--- src/logic/fosp_pkg.sv ---
package fosp_pkg;
   // software register byte offsets
   localparam logic [7:0] FOSP_CTRL_OFS     = 8'h00;
   localparam logic [7:0] FOSP_ADDR_OFS     = 8'h04;
   localparam logic [7:0] FOSP_STATUS_OFS   = 8'h08;
   localparam logic [7:0] FOSP_IRQ_STAT_OFS = 8'h0C;
   localparam logic [7:0] FOSP_IRQ_MASK_OFS = 8'h10;
   // control register fields
   localparam int FOSP_CTRL_START = 0;
   localparam int FOSP_CTRL_KEEP  = 1;
   // status register fields
   localparam int FOSP_ST_BUSY    = 0;
   localparam int FOSP_ST_DONE    = 1;
   localparam int FOSP_ST_PASS    = 2;
   localparam int FOSP_ST_FAIL    = 3;
   localparam int FOSP_ST_LEFT    = 4;
   localparam int FOSP_ST_TMO     = 5;
   localparam int FOSP_ST_ETOG    = 6;
   localparam int FOSP_ST_ESTART  = 7;
   localparam int FOSP_ST_POLL    = 8;
   localparam int FOSP_ST_BYTE_LO = 16;
   // interrupt event bits
   localparam int FOSP_IRQ_W    = 3;
   localparam int FOSP_IRQ_PASS = 0;
   localparam int FOSP_IRQ_FAIL = 1;
   localparam int FOSP_IRQ_LEFT = 2;
   localparam logic [FOSP_IRQ_W-1:0] FOSP_IRQ_RST = 3'h0;
   // reset values
   localparam logic [31:0] FOSP_ZERO32 = 32'h0000_0000;
   // timing: clock rate and pin timings
   localparam int FOSP_CLK_MHZ    = 10;
   localparam int FOSP_RD_NS      = 70;
   localparam int FOSP_WE_NS      = 100;
   localparam int FOSP_RD_CYC_RAW = (FOSP_RD_NS * FOSP_CLK_MHZ + 999) / 1000;
   localparam int FOSP_WE_CYC_RAW = (FOSP_WE_NS * FOSP_CLK_MHZ + 999) / 1000;
   localparam int FOSP_RD_CYC     = (FOSP_RD_CYC_RAW < 1) ? 1 : FOSP_RD_CYC_RAW;
   localparam int FOSP_WE_CYC     = (FOSP_WE_CYC_RAW < 1) ? 1 : FOSP_WE_CYC_RAW;
   localparam logic [1:0] FOSP_PAIR_DONE = 2'h2;
   // low status byte of the flash data bus
   typedef struct packed {
      logic poll_bit;
      logic toggle_bit_one;
      logic timeout_bit;
      logic rsv4;
      logic erase_started_bit;
      logic erase_toggle_bit_two;
      logic rsv1;
      logic rsv0;
   } fosp_status_t;
   // flash control strobes, all active low
   typedef struct packed {
      logic ce_n;
      logic oe_n;
      logic we_n;
   } fosp_strobe_t;
   localparam fosp_strobe_t FOSP_STROBE_IDLE = '{ce_n: 1'b1, oe_n: 1'b1, we_n: 1'b1};
   // sequencer states
   typedef enum logic [5:0] {
      FOSP_IDLE = 6'b000001,
      FOSP_RD   = 6'b000010,
      FOSP_GAP  = 6'b000100,
      FOSP_EVAL = 6'b001000,
      FOSP_WR   = 6'b010000,
      FOSP_WGAP = 6'b100000
   } fosp_state_t;
endpackage

--- src/logic/fosp_poll_ctrl.sv ---
// The APB slave port and the register offsets are this design's own decisions.
`timescale 1ns/1ns
`default_nettype none
module fosp_poll_ctrl #(
   parameter int          ADDR_W    = 19,
   parameter int          DATA_W    = 16,
   parameter logic [15:0] RESET_CMD = 16'h00F0
) (
   // apb clock and reset
   input  wire  logic                     pclk,
   input  wire  logic                     presetn,
   // apb slave
   input  wire  logic                     psel,
   input  wire  logic                     penable,
   input  wire  logic                     pwrite,
   input  wire  logic [7:0]               paddr,
   input  wire  logic [31:0]              pwdata,
   output var   logic [31:0]              prdata,
   output logic                           pready,
   output logic                           pslverr,
   // interrupt
   output logic                           irq,
   // flash pins
   output var   fosp_pkg::fosp_strobe_t   flash_strobe,
   output var   logic [ADDR_W-1:0]        flash_addr,
   input  wire  logic [DATA_W-1:0]        flash_dq_in,
   output var   logic [DATA_W-1:0]        flash_dq_out,
   output var   logic                     flash_dq_oe_n
);
   import fosp_pkg::*;

   // refuse widths the logic cannot serve
   generate
      if (ADDR_W < 1 || ADDR_W > 32 || DATA_W < 8 || DATA_W > 16)
      begin : g_bad
         $error("fosp_poll_ctrl: unsupported ADDR_W or DATA_W");
      end
   endgenerate

   fosp_state_t              st_r;
   logic [7:0]               cnt_r;
   logic [1:0]               reads_r;
   logic                     recheck_r;
   fosp_status_t             first_r;
   fosp_status_t             second_r;
   logic                     keep_r;
   logic [ADDR_W-1:0]        addr_r;
   logic                     done_r;
   logic                     pass_r;
   logic                     fail_r;
   logic                     left_r;
   logic                     tmo_r;
   logic                     etog_r;
   logic [FOSP_IRQ_W-1:0]    irq_stat_r;
   logic [FOSP_IRQ_W-1:0]    irq_mask_r;
   logic [FOSP_IRQ_W-1:0]    irq_set;
   logic                     wr_acc;
   logic                     rd_acc;
   logic                     mapped;
   logic                     start_req;
   logic                     toggled;
   logic                     cnt_end;
   fosp_status_t             cur_byte;

   // apb access decode, zero wait states
   assign pready  = 1'b1;
   assign mapped  = (paddr == FOSP_CTRL_OFS) || (paddr == FOSP_ADDR_OFS)
                 || (paddr == FOSP_STATUS_OFS) || (paddr == FOSP_IRQ_STAT_OFS)
                 || (paddr == FOSP_IRQ_MASK_OFS);
   assign pslverr = psel && penable && !mapped;
   assign wr_acc  = psel && penable && pwrite && mapped;
   assign rd_acc  = psel && penable && !pwrite && mapped;
   assign start_req = wr_acc && (paddr == FOSP_CTRL_OFS) && pwdata[FOSP_CTRL_START];

   // sequencer helpers
   assign cur_byte = fosp_status_t'(flash_dq_in[7:0]);
   assign toggled  = first_r.toggle_bit_one != second_r.toggle_bit_one;
   assign cnt_end  = (cnt_r == 8'h00);

   // software-written configuration
   always_ff @(posedge pclk or negedge presetn)
   begin
      if (!presetn)
      begin
         keep_r     <= 1'b0;
         addr_r     <= '0;
         irq_mask_r <= FOSP_IRQ_RST;
      end
      else if (wr_acc)
      begin
         unique case (paddr)
            FOSP_CTRL_OFS:     keep_r     <= pwdata[FOSP_CTRL_KEEP];
            FOSP_ADDR_OFS:     addr_r     <= pwdata[ADDR_W-1:0];
            FOSP_IRQ_MASK_OFS: irq_mask_r <= pwdata[FOSP_IRQ_W-1:0];
            default:           keep_r     <= keep_r;
         endcase
      end
   end

   // read data registered during the setup cycle
   always_ff @(posedge pclk or negedge presetn)
   begin
      if (!presetn)
         prdata <= FOSP_ZERO32;
      else if (psel && !penable && !pwrite)
      begin
         prdata <= FOSP_ZERO32;
         unique case (paddr)
            FOSP_CTRL_OFS:     prdata[FOSP_CTRL_KEEP] <= keep_r;
            FOSP_ADDR_OFS:     prdata[ADDR_W-1:0] <= addr_r;
            FOSP_STATUS_OFS:
            begin
               prdata[FOSP_ST_BUSY]   <= (st_r != FOSP_IDLE);
               prdata[FOSP_ST_DONE]   <= done_r;
               prdata[FOSP_ST_PASS]   <= pass_r;
               prdata[FOSP_ST_FAIL]   <= fail_r;
               prdata[FOSP_ST_LEFT]   <= left_r;
               prdata[FOSP_ST_TMO]    <= tmo_r;
               prdata[FOSP_ST_ETOG]   <= etog_r;
               prdata[FOSP_ST_ESTART] <= second_r.erase_started_bit;
               prdata[FOSP_ST_POLL]   <= second_r.poll_bit;
               prdata[FOSP_ST_BYTE_LO +: 8] <= second_r;
            end
            FOSP_IRQ_STAT_OFS: prdata[FOSP_IRQ_W-1:0] <= irq_stat_r;
            FOSP_IRQ_MASK_OFS: prdata[FOSP_IRQ_W-1:0] <= irq_mask_r;
            default:           prdata <= FOSP_ZERO32;
         endcase
      end
   end

   // sticky interrupt status, read clears, a new event wins
   always_comb
   begin
      irq_set = '0;
      if (st_r == FOSP_EVAL && !toggled)
         irq_set[FOSP_IRQ_PASS] = 1'b1;
      if (st_r == FOSP_WGAP && cnt_end)
         irq_set[FOSP_IRQ_FAIL] = 1'b1;
      if (st_r == FOSP_EVAL && toggled && !recheck_r && !second_r.timeout_bit && !keep_r)
         irq_set[FOSP_IRQ_LEFT] = 1'b1;
   end

   always_ff @(posedge pclk or negedge presetn)
   begin
      if (!presetn)
         irq_stat_r <= FOSP_IRQ_RST;
      else if (rd_acc && paddr == FOSP_IRQ_STAT_OFS)
         irq_stat_r <= (irq_stat_r & ~prdata[FOSP_IRQ_W-1:0]) | irq_set; // keep unreported events
      else
         irq_stat_r <= irq_stat_r | irq_set;
   end

   assign irq = |(irq_stat_r & irq_mask_r);

   // toggle-bit polling sequencer
   always_ff @(posedge pclk or negedge presetn)
   begin
      if (!presetn)
      begin
         st_r      <= FOSP_IDLE;
         cnt_r     <= 8'h00;
         reads_r   <= 2'h0;
         recheck_r <= 1'b0;
         first_r   <= '0;
         second_r  <= '0;
      end
      else
      begin
         unique case (st_r)
            FOSP_IDLE:
            begin
               if (start_req)
               begin
                  // every start begins at the first step
                  st_r      <= FOSP_RD;
                  cnt_r     <= 8'(FOSP_RD_CYC - 1);
                  reads_r   <= 2'h0;
                  recheck_r <= 1'b0;
               end
            end
            FOSP_RD:
            begin
               if (cnt_end)
               begin
                  // capture the pair of consecutive reads
                  if (reads_r == 2'h0)
                     first_r <= cur_byte;
                  else
                     second_r <= cur_byte;
                  reads_r <= reads_r + 2'h1;
                  st_r    <= FOSP_GAP;
               end
               else
                  cnt_r <= cnt_r - 8'h01;
            end
            FOSP_GAP:
            begin
               if (reads_r == FOSP_PAIR_DONE)
                  st_r <= FOSP_EVAL;
               else
               begin
                  st_r  <= FOSP_RD;
                  cnt_r <= 8'(FOSP_RD_CYC - 1);
               end
            end
            FOSP_EVAL:
            begin
               reads_r <= 2'h0;
               if (!toggled)
                  st_r <= FOSP_IDLE;
               else if (recheck_r)
               begin
                  st_r  <= FOSP_WR;
                  cnt_r <= 8'(FOSP_WE_CYC - 1);
               end
               else if (second_r.timeout_bit)
               begin
                  st_r      <= FOSP_RD;
                  cnt_r     <= 8'(FOSP_RD_CYC - 1);
                  recheck_r <= 1'b1;
               end
               else if (keep_r)
               begin
                  st_r  <= FOSP_RD;
                  cnt_r <= 8'(FOSP_RD_CYC - 1);
               end
               else
                  st_r <= FOSP_IDLE;
            end
            FOSP_WR:
            begin
               if (cnt_end)
               begin
                  st_r  <= FOSP_WGAP;
                  cnt_r <= 8'(FOSP_WE_CYC - 1);
               end
               else
                  cnt_r <= cnt_r - 8'h01;
            end
            FOSP_WGAP:
            begin
               if (cnt_end)
                  st_r <= FOSP_IDLE;
               else
                  cnt_r <= cnt_r - 8'h01;
            end
         endcase
      end
   end

   // outcome flags, all but etog_r cleared by each new start
   always_ff @(posedge pclk or negedge presetn)
   begin
      if (!presetn)
      begin
         done_r <= 1'b0;
         pass_r <= 1'b0;
         fail_r <= 1'b0;
         left_r <= 1'b0;
         tmo_r  <= 1'b0;
         etog_r <= 1'b0;
      end
      else if (st_r == FOSP_IDLE && start_req)
      begin
         done_r <= 1'b0;
         pass_r <= 1'b0;
         fail_r <= 1'b0;
         left_r <= 1'b0;
         tmo_r  <= 1'b0;
      end
      else if (st_r == FOSP_EVAL)
      begin
         // bit 2 change marks the addressed sector as being erased
         etog_r <= first_r.erase_toggle_bit_two ^ second_r.erase_toggle_bit_two;
         tmo_r  <= tmo_r | second_r.timeout_bit;
         if (!toggled)
         begin
            done_r <= 1'b1;
            pass_r <= 1'b1;
         end
         else if (!recheck_r && !second_r.timeout_bit && !keep_r)
         begin
            done_r <= 1'b1;
            left_r <= 1'b1;
         end
      end
      else if (st_r == FOSP_WGAP && cnt_end)
      begin
         done_r <= 1'b1;
         fail_r <= 1'b1;
      end
   end

   // flash pin drive
   always_ff @(posedge pclk or negedge presetn)
   begin
      if (!presetn)
      begin
         flash_strobe  <= FOSP_STROBE_IDLE;
         flash_addr    <= '0;
         flash_dq_out  <= '0;
         flash_dq_oe_n <= 1'b1;
      end
      else
      begin
         flash_addr    <= addr_r;
         flash_dq_out  <= RESET_CMD[DATA_W-1:0];
         flash_strobe  <= FOSP_STROBE_IDLE;
         flash_dq_oe_n <= 1'b1;
         if ((st_r == FOSP_IDLE && start_req) || (st_r == FOSP_GAP && reads_r != FOSP_PAIR_DONE)
             || (st_r == FOSP_EVAL && toggled && (recheck_r ? 1'b0
                 : (second_r.timeout_bit || keep_r))) || (st_r == FOSP_RD && !cnt_end))
         begin
            flash_strobe.ce_n <= 1'b0;
            flash_strobe.oe_n <= 1'b0;
         end
         else if ((st_r == FOSP_EVAL && toggled && recheck_r) || (st_r == FOSP_WR && !cnt_end))
         begin
            // reset command write returns the device to array reads
            flash_strobe.ce_n <= 1'b0;
            flash_strobe.we_n <= 1'b0;
            flash_dq_oe_n     <= 1'b0;
         end
      end
   end
endmodule
`default_nettype wire

--- config.mk ---
export PLATFORM = sky130hd
export DESIGN_NAME = fosp_poll_ctrl
export DESIGN_NICKNAME = d
export VERILOG_FILES = /design/src/logic/fosp_pkg.sv /design/src/logic/fosp_poll_ctrl.sv
export SDC_FILE = /design/constraint.sdc
export NUM_CORES = 1
export LEC_CHECK = 0
export ABC_CLOCK_PERIOD_IN_PS = 3500
export BUFFER_PORTS_ARGS = -buffer_cell sky130_fd_sc_hd__buf_2
export CAP_MARGIN = 10
export CORE_MARGIN = 2
export CORE_UTILIZATION = 56
export CTS_CLUSTER_SIZE = 8
export DETAILED_ROUTE_END_ITERATION = 12
export PLACE_DENSITY = 0.91
export SETUP_SLACK_MARGIN = 0.02
export SLEW_MARGIN = 20
export SYNTH_ARGS = -nofsm -noshare
export SYNTH_HDL_FRONTEND = slang
export SYNTH_SLANG_ARGS = --single-unit
--- constraint.sdc ---
create_clock -name pclk -period 3.5 [get_ports pclk]
set_clock_uncertainty 0.15 [all_clocks]
set_input_delay 0.35 -clock pclk [delete_from_list [all_inputs] [get_ports pclk]]
set_output_delay 0.35 -clock pclk [all_outputs]
set_load 0.005 [all_outputs]
==> summary.txt, run 1 <==
Worst setup path
  – CP max stage cell: or4_1
  – WP data arrival: ~2.6 ns
  – Largest fanout on the critical path: 6
  – Critical R2R Launch: cnt_r[2]
  – CP max stage delay: between 0.5 and 0.6 ns
  – CP startpoint kind: flop
  – Kind of end point of the critical path: flop
  – Number of cells on the worst reg-to-reg path: 5
  – Data required time of the critical path: between 3 and 4 ns
  – Reg2Reg Setup Slack: between 1 and 1.5 ns
  – Ordered cell list for the critical path: or4_1 -> nor3_1 -> nor2_1 -> nor2_1 -> mux2_2
  – Critical path class: flop to flop
  – FF-to-FF End: st_r[1]
  – Critical Path Most Common Cell: nor2_1

Final layout
  – Layout cells sized above 1: 30.8%
  – Area growth, synth to finish: 14.1%
  – N_diodes: 0
  – Nets: 590

Detailed routing
  – DRC: 0
  – WL met2: 5380 µm
  – Final WL: 10,600 µm
  – Drt wl/cell: 16.7 µm
  – Initial DRC count: between 150 and 200
  – Final ANT Viol Nets: 0
  – Top routing layer used: met4
  – WL met3: around 630 µm
  – Vias: around 3,600
  – Wl on met1: around 4300 µm
  – Number of iterations in the first detailed-routing pass: 5
  – Vias/cell: ~5.6

STA
  – Pins Over Slew Limit: 0
  – Final WS setup: a little over 1 ns
  – Fmax: between 400 and 500 MHz
  – Hold Fails Final Rpt: 0
  – Final period utilization: about 71%
  – RSZ-0062 raised after global routing: no
  – Max-slew headroom: around 34%
  – Slew @ Worst Pin: about 1 ns
  – Final setup fails: 0
  – Period minus WS final: around 2.5 ns
  – Fin Setup TNS: 0 ns

Clock network
  – Clk_lat worst skew: about 0.37 ns
  – CTS tree: yes
  – Root Driver: clkbuf_8
  – CTS H-tree lvls: 3
  – Clock tree buffer depth: 2
  – CTS clk-pin slew, worst paths: roughly 0.12 ns
  – Post-CTS repair timing setup buffer count: 0
  – CTS sink cnt: approximately 110
  – TritonCTS Buffers: 9

Yosys
  – Distinct cells, synth: 51
  – Ys async rst share: 100%
  – Synth Area in XOR/XNOR: less than 1%
  – Top-area cell type share of the netlist area: 53.6%
  – Adder-cell share of the synthesized area: around 1.1%
  – Synthesized cell area: ~0.0048 mm²
  – Synth area leaders: dfrtp_1 54%, mux2_2 5.7%, nand2_1 4.2%
  – Largest area contributor in the synthesized netlist: dfrtp_1
  – Synth Instances: 434
  – Simple-Gate Fraction of Synth Area: between 15 and 20%
  – Most frequent cell after synthesis: dfrtp_1
  – Post-synth EDFFs: 0
  – Main combinational cell family by area after synthesis: simple AND/OR/NAND/NOR gates
  – Avg Cell Area, Syn: about 11 µm²
  – Post-synthesis sequential area ratio: 55.8%
  – FF+latch count, synth: between 100 and 150
  – Post-synth top flop: dfrtp_1
  – Post-synthesis mux area share: about 9.2%
  – Synth warn: 0
  – Post-synthesis compound-gate area fraction: 11.2%
  – Commonest cells in the netlist: 102 x dfrtp_1, 53 x nand2_1, 37 x o21ai_0, 28 x nor2_1, 25 x buf_4

Floorplanning
  – Die Y-Extent: 96.2 µm
  – IO Pins: 135
  – # rows: 33
  – Starting density of the core: 58.0%
  – Core footprint: between 0.008 and 0.009 mm²
  – Die Wd: about 96 µm
  – Total die area: 0.00926 mm²

Placed design
  – Post-DP HPWL: roughly 8000 µm
  – I/O Buffers: slightly above 90
  – GPL Wtd Cong: 0.920
  – Placement Setup Slack: approximately 0.8 ns

Worst hold path
  – Hold path depth: 2
  – HP Start: pwdata[9]
  – HP Class: input pin to flop
  – Worst hold path endpoint: addr_r[9]

Job
  – Max Cap Viol: 0

Power and ir drop
  – Worst VDD drop: 0.371 mV
  – P_leak: around 0.0028 µW
  – Cell area power density: ~560 mW/mm²

Outcome
  – Outcome: finished clean

GRT
  – Pin count of the biggest net entering global routing: 65
  – Vias in the first global route: about 3,300
  – Gr usage total: about a quarter
  – First-pass GRT wire length: 16,700 µm
  – Total gr overflow: 0
  – Initial antenna violation count: 0
## how the worst max path moves through the flow
stage                     end  slack, ns      from  cells past startpoint
floorplan           addr_r[0]        1.0  paddr[4]                      8
global placement     cnt_r[5]       0.82  paddr[4]                      6
detailed placement   cnt_r[1]       0.80  paddr[4]                      6
CTS                   st_r[1]       1.01  cnt_r[2]                      5
global route          st_r[1]       0.90  cnt_r[3]                      5
finish                st_r[1]       1.01  cnt_r[2]                      5
## worst max-delay path, delay by kind of cell, from the launching register on
kind | cells | cell delay (ns)
DFF | 1 | 0.44
muxes | 1 | 0.34
and+or+nand+nor | 4 | 1.47
## layer usage
metal	global-route usage [%]	up-vias
met2	39.1	147
met5	0	-
li1	-	1658
met4	8.10	0
met3	5.17	25
met1	30.9	1746
## state kept, by name, indices dropped and copies added (netlist names), 3 cells and up
name	flops
prdata	24
addr_r	19
flash_addr	19
cnt_r	8
second_r	8
st_r	6
irq_mask_r	3
irq_stat_r	3
## cell usage in the layout, fill, tap and decap left out, drive strengths merged, types with 3 or more instances in the layout
cell type and n:
a21oi 12, nand2 53, clkinv 5, buf 99
conb 22, a22oi 12, nor3 12, xor2 3
o21ai 37, nor2b 4, dfstp 4, dfrtp 102
nand3 11, ha 4, or4 4, nor2 28
o32ai 3, mux2 34, clkbuf 9, nor4 6
o211ai 4, inv 13, and3 4, or2 4
nand3b 6, a21o 6, nand2b 3
## logic make-up (layout without fill, tap and decap cells)
logic type / after synthesis / after routing
buf+inv: 51 / 127
flops: 106 / 106
fa+ha+maj: 4 / 4
compound gates: 86 / 86
other cells: 2 / 22
xor+xnor: 5 / 5
mux: 36 / 36
simple gates: 144 / 144
## metrics by stage
stage	utilization [%]	hold WS [ns]	instance area (µm²)	instances	total power, µW
6_report	66.1	0.0570	5430	635	3060
2_1_floorplan	-	-0.0956	4840	454	2090
3_5_place_dp	63.5	0.232	5220	618	2330
5_1_grt	66.1	0.0359	5430	635	3260
3_3_place_gp	63.5	0.226	5220	618	2280
4_1_cts	66.1	0.0519	5430	635	3070
## report_power, final
part,switching (µW),total (µW),internal [µW]
sequential,128,1500,1370
clock,462,747,284
combinational,464,821,356
## what timing repair did
item                                   in CTS  in global routing
hold buffers                                1                  0
endpoints found under the hold margin      58                  0
resized for setup                           0                  0
## area by class of cell
cell class	count	area, µm²
Tap cell	105	131
Fill cell	618	2780
Multi-Input combinational cell	297	1870
Clock buffer	9	124
Timing Repair Buffer	100	526
Clock inverter	7	83.8
Sequential cell	106	2660
Inverter	11	41.3
No activity file was read; power rests on OpenSTA's default activity.
==> inputs of run 2 (changes only) <==
- ABC_CLOCK_PERIOD_IN_PS: 3500 -> 2500
- CORE_UTILIZATION: 56 -> 52
- PLACE_DENSITY: 0.91 -> 0.86
- clock period: 3.5 -> 2.5 ns (I/O delays scaled with it)
==> run 2 against run 1 <==
Effect of this change:
- setup slack got worse by 0.86 ns
- sequential share of layout area fell by 3.0 points
- register-to-register slack got worse by 0.86 ns
- combinational power rose by 50%
- clock power rose by 41%
- non-clock buffer count rose by 34
==> summary.txt, run 2 (same netlist as run 1, synthesis figures left out) <==
Final layout
  – Layout cells sized above 1: a little over 30%
  – Most frequent cells in the layout: 102 x dfrtp_1, 91 x buf_2, 53 x nand2_1, 37 x o21ai_0, 28 x nor2_1
  – Max reg flops: 24
  – Largest registers: prdata: 24 flops, addr_r: 19 flops, flash_addr: 19 flops
  – Largest register by flop count: prdata
  – Layout Cells excl Fill: ~670
  – Commonest non-fill, non-tap cell in the layout: dfrtp_1
  – FF/Latch Area: approximately 0.0027 mm²
  – # fillers: 608
  – Area occupied by multi-input gates: approximately 0.0019 mm²
  – Area growth, synth to finish: 21.5%
  – Nets: between 600 and 700
  – N_diodes: 0

Floorplanning
  – Die Y-Extent: 99.7 µm
  – Die Wd: 99.7 µm
  – IO Pins: between 100 and 150
  – Total die area: just under 0.01 mm²
  – Core footprint: between 0.008 and 0.009 mm²
  – Starting density of the core: roughly 54%
  – # rows: 34

Clock network
  – Clock tree buffer depth: 2
  – CTS clk-pin slew, worst paths: 0.11 ns
  – TritonCTS Buffers: 9
  – Post-CTS repair timing setup buffer count: 0
  – CTS tree: yes
  – CTS sink cnt: about 110
  – CTS H-tree lvls: 3
  – Root Driver: clkbuf_8
  – Clk_lat worst skew: ~0.38 ns

GRT
  – Pin count of the biggest net entering global routing: 80
  – Initial antenna violation count: 0
  – Vias in the first global route: around 3,600
  – First-pass GRT wire length: 17,800 µm
  – Total gr overflow: 0
  – Gr usage total: between 20% and 30%

Power and ir drop
  – Worst VDD drop: between 0.3 and 0.4 mV
  – Logic gate share of total power: approximately 28%
  – Switching Fraction: 34.5%
  – P_leak: a little under 0.003 µW
  – Psw: 1510 µW
  – Sequential share of power: about 48%
  – Cell area power density: 757 mW/mm²
  – Clock power share: 24.0%
  – Int Pwr: about 2900 µW

Placed design
  – Post-DP HPWL: approximately 7400 µm
  – Placement Setup Slack: between 0.15 and 0.2 ns
  – DP Cell Count: 629
  – I/O Buffers: roughly 90
  – GPL Wtd Cong: 0.883

Detailed routing
  – Drt wl/cell: ~16 µm
  – Number of iterations in the first detailed-routing pass: 5
  – DRC: 0
  – Final ANT Viol Nets: 0
  – Vias/cell: between 5 and 6
  – Initial DRC count: between 200 and 300
  – Final WL: 10,900 µm
  – Vias: between 3,000 and 4,000

Worst setup path
  – CP top delay family: simple AND/OR/NAND/NOR gates
  – CP max stage cell: nor4_1
  – WP data arrival: about 2.4 ns
  – Data required time of the critical path: 2.58 ns
  – Largest fanout on the critical path: 7
  – Critical path class: flop to flop
  – Kind of end point of the critical path: flop
  – CP max stage delay: approximately 0.53 ns
  – WP buf/inv: 1
  – Ordered cell list for the critical path: nor4_1 -> buf_4 -> nand2_1 -> and3_1 -> o31ai_1 -> o21ai_0
  – CP startpoint kind: flop

STA
  – Final setup fails: 0
  – Fmax: 426 MHz
  – RSZ-0062 raised after global routing: no
  – Max-slew headroom: 58.0%
  – Final period utilization: between 90% and 100%
  – Period minus WS final: approximately 2.3 ns
  – Fin Setup TNS: 0 ns
  – Pins Over Slew Limit: 0
  – Final Hold Slack: roughly 0.026 ns
  – Final WS setup: 0.154 ns
  – Hold Fails Final Rpt: 0
  – Slew @ Worst Pin: 0.627 ns

Job
  – Max Cap Viol: 0

Worst hold path
  – HP Class: input pin to flop

Outcome
  – Outcome: finished clean
==> run 2: layout make-up <==
type / count / area share [%]
tap: 108 / 2.34
clock inverter: 7 / 1.38
multi-input combinational: 297 / 32.4
timing repair buffer: 134 / 15.1
inverter: 11 / 0.714
clock buffer: 9 / 2.14
sequential: 106 / 45.9
==> run 2: stage by stage <==
| step | instance area (µm²) | util, % | total power [µW] |
|---|---|---|---|
| CTS | 5780 | 65.6 | 4360 |
| finish | 5790 | 65.7 | 4380 |
| global placement | 5310 | 60.2 | 3220 |
| global route | 5790 | 65.7 | 4640 |
| detailed placement | 5310 | 60.2 | 3280 |
| floorplan | 4840 | - | 2930 |
==> run 2: per-layer routing <==
layer / vias to the layer above / routed length, µm / global-route usage, %
li1: 1731 / - / -
met3: 33 / 653 / 3.23
met4: 0 / 336 / 9.59
met2: 182 / 5480 / 38.4
met1: 1779 / 4420 / 29.3
met5: - / 0 / 0
==> run 2: path summary, 6_finish.rpt <==
| path | to | from | slack (ns) | cells past startpoint |
|---|---|---|---|---|
| max | reads_r[1] | st_r[5] | 0.15 | 6 |
| min | irq_mask_r[0] | pwdata[0] | 0.03 | 2 |
| max reg2reg | reads_r[1] | st_r[5] | 0.15 | 6 |
| min reg2reg | flash_addr[13] | addr_r[13] | 0.26 | 0 |
| max in group asynchronous | flash_dq_oe_n | presetn | 1.28 | 3 |
| min in group asynchronous | flash_addr[15] | presetn | 0.16 | 2 |
==> run 2: what timing repair did <==
action / 4_1_cts / 5_1_grt
setup endpoints to repair: 0 / 4
endpoints found under the hold margin: 58 / 0
resized for setup: 0 / 2
hold buffers: 27 / 0
==> run 2: power groups by stage <==
stage	Combinational, µW	Sequential (µW)	Clock, µW
final	1230	2100	1050
after global routing	1360	2130	1140
after CTS	1210	2090	1060
after detailed placement	1160	2120	0
after global placement	1110	2110	0
after floorplan	875	2060	0
==> inputs of run 3 (changes only) <==
- REMOVE_ABC_BUFFERS: not set -> 1
==> run 3 against run 2 <==
Effect of this change:
- worst hold slack about the same
- clock power down 5%
- first-iteration DRC count up 8.5%
- cell area down 0.48%
- die area unchanged
- sequential share of layout area up 0.22 points
- count of clock-buffer cells in the layout unchanged
- register-to-register slack worse by 0.05 ns
- routed wire length down 0.82%
- total power down 2.1%
- global-route usage down 0.68 points
- setup slack worse by 0.048 ns
==> summary.txt, run 3 (same netlist as run 1, synthesis figures left out) <==
Final layout
  – Largest register by flop count: prdata
  – Nets: between 600 and 700
  – Max reg flops: 24
  – Area growth, synth to finish: 20.9%
  – Layout cells sized above 1: a little under a third
  – Finished layout cell area: between 0.005 and 0.006 mm²
  – # fillers: 631
  – Commonest non-fill, non-tap cell in the layout: dfrtp_1
  – N_diodes: 0
  – Most frequent cells in the layout: 102 x dfrtp_1, 91 x buf_2, 53 x nand2_1, 37 x o21ai_0, 28 x nor2_1
  – Largest registers: prdata: 24 flops, addr_r: 19 flops, flash_addr: 19 flops

Worst setup path
  – Data required time of the critical path: between 2 and 3 ns
  – CP max stage delay: between 0.6 and 0.7 ns
  – CP top delay family: compound AO/OA/AOI/OAI gates
  – Critical path class: flop to flop
  – Number of cells on the worst reg-to-reg path: 5
  – WP buf/inv: 0
  – Crit. path cell count: 5
  – WP data arrival: around 2.5 ns
  – FF-to-FF End: cnt_r[5]
  – Critical Path Most Common Cell: a21o_1
  – Largest fanout on the critical path: 6
  – Reg2Reg Setup Slack: between 0.1 and 0.15 ns
  – Critical R2R Launch: cnt_r[2]
  – CP max stage cell: or4_1
  – Ordered cell list for the critical path: or4_1 -> a2111oi_1 -> nor2_1 -> a21o_1 -> a21o_1
  – Worst Setup EP: cnt_r[5]
  – Crit path from: cnt_r[2]
  – Kind of end point of the critical path: flop
  – CP startpoint kind: flop

Power and ir drop
  – Cell area power density: 744 mW/mm²
  – Worst VDD drop: ~0.43 mV
  – P_leak: approximately 0.0029 µW

Outcome
  – Outcome: finished clean

Placed design
  – I/O Buffers: 92
  – Post-DP HPWL: roughly 7200 µm
  – Post-Place Cell Area: ~0.0053 mm²
  – GPL Wtd Cong: between 0.9 and 1

Clock network
  – CTS clk-pin slew, worst paths: roughly 0.10 ns
  – CTS sink cnt: 106
  – Post-CTS repair timing setup buffer count: 0
  – CTS tree: yes
  – Clk_lat worst skew: 0.36 ns
  – Root Driver: clkbuf_8
  – CTS H-tree lvls: 3
  – TritonCTS Buffers: 9
  – Clock tree buffer depth: 2

GRT
  – Total gr overflow: 0
  – Met2 track demand over resource: 38.1%
  – Met3 usage: under 10%
  – Initial antenna violation count: 0
  – Pin count of the biggest net entering global routing: 55
  – Gr usage total: between 20 and 25%
  – Gr busiest metal: met2
  – First-pass GRT wire length: 17,500 µm
  – Met1 usage: roughly 28%
  – Vias in the first global route: about 3,700

Floorplanning
  – IO Pins: between 100 and 150
  – Die Y-Extent: 99.7 µm
  – Die Wd: ~100 µm
  – Core footprint: a little under 0.009 mm²
  – # rows: 34
  – Starting density of the core: between 50 and 60%
  – Total die area: around 0.0099 mm²

STA
  – Final setup fails: 0
  – Final period utilization: between 90% and 100%
  – Slew @ Worst Pin: 0.681 ns
  – Period minus WS final: 2.39 ns
  – Fin Setup TNS: 0 ns
  – Max-slew headroom: 54.6%
  – Fmax: about 420 MHz
  – Pins Over Slew Limit: 0
  – Hold Fails Final Rpt: 0

Job
  – Max Cap Viol: 0

Detailed routing
  – Vias: between 3,000 and 4,000
  – Vias/cell: between 5 and 6
  – Number of iterations in the first detailed-routing pass: 6
  – Drt wl/cell: roughly 16 µm
  – Initial DRC count: about 310
  – Final WL: about 11,000 µm
  – DRC: 0
  – Final ANT Viol Nets: 0

Worst hold path
  – HP Class: input pin to flop
[run 3: changes by cell type in the layout (fill, tap and decap cells not counted)]
cell,previous run,this run
clkinv_8,2,1
clkinv_4,0,1
buf_12,2,3
buf_4,14,11
clkinvlp_4,1,2
inv_6,2,1
clkinv_2,0,1
inv_8,2,1
dlygate4sd3_1,27,26
[run 3: area by class of cell]
type	count	area (µm²)	share of cell area [%]
inverter	11	41.3	0.717
tap	108	135	2.35
clock inverter	7	65.1	1.13
clock buffer	9	124	2.15
sequential	106	2660	46.2
timing repair buffer	131	858	14.9
multi-input combinational	297	1880	32.6
[run 3: per-layer routing]
metal	wire, µm	vias up
li1	-	1723
met1	4330	1873
met2	5640	148
met3	627	23
met4	198	0
met5	0	-
[run 3: timing repair]
item,in CTS,in global routing
endpoints found under the hold margin,77,0
resized for setup,0,2
endpoints found under the setup margin,0,6
hold buffers,26,0
[run 3: power breakdown]
group	internal [µW]	switching [µW]
combinational	534	657
clock	381	615
sequential	1920	181
total	2830	1450
[run 3: through the flow]
step / hold slack (ns) / power (µW) / util [%] / cells / setup slack (ns)
2_1_floorplan: -0.196 / 2890 / - / 414 / -0.0749
3_3_place_gp: 0.180 / 3190 / 60.2 / 627 / 0.173
3_5_place_dp: 0.191 / 3270 / 60.2 / 627 / 0.114
4_1_cts: 0.0204 / 4280 / 65.3 / 669 / 0.0945
5_1_grt: 0.0142 / 4550 / 65.4 / 669 / -0.0614
6_report: 0.0263 / 4290 / 65.4 / 669 / 0.106
[run 3: worst min-delay path by stage]
stage	start	endpoint	slack, ns	cells past startpoint
3_3_place_gp	presetn	flash_addr[12]	0.18	1
4_1_cts	pwdata[1]	keep_r	0.02	2
3_5_place_dp	presetn	flash_addr[12]	0.19	1
2_1_floorplan	presetn	addr_r[0]	-0.20	0
6_report	pwdata[1]	keep_r	0.03	2
5_1_grt	pwdata[0]	addr_r[0]	0.01	2
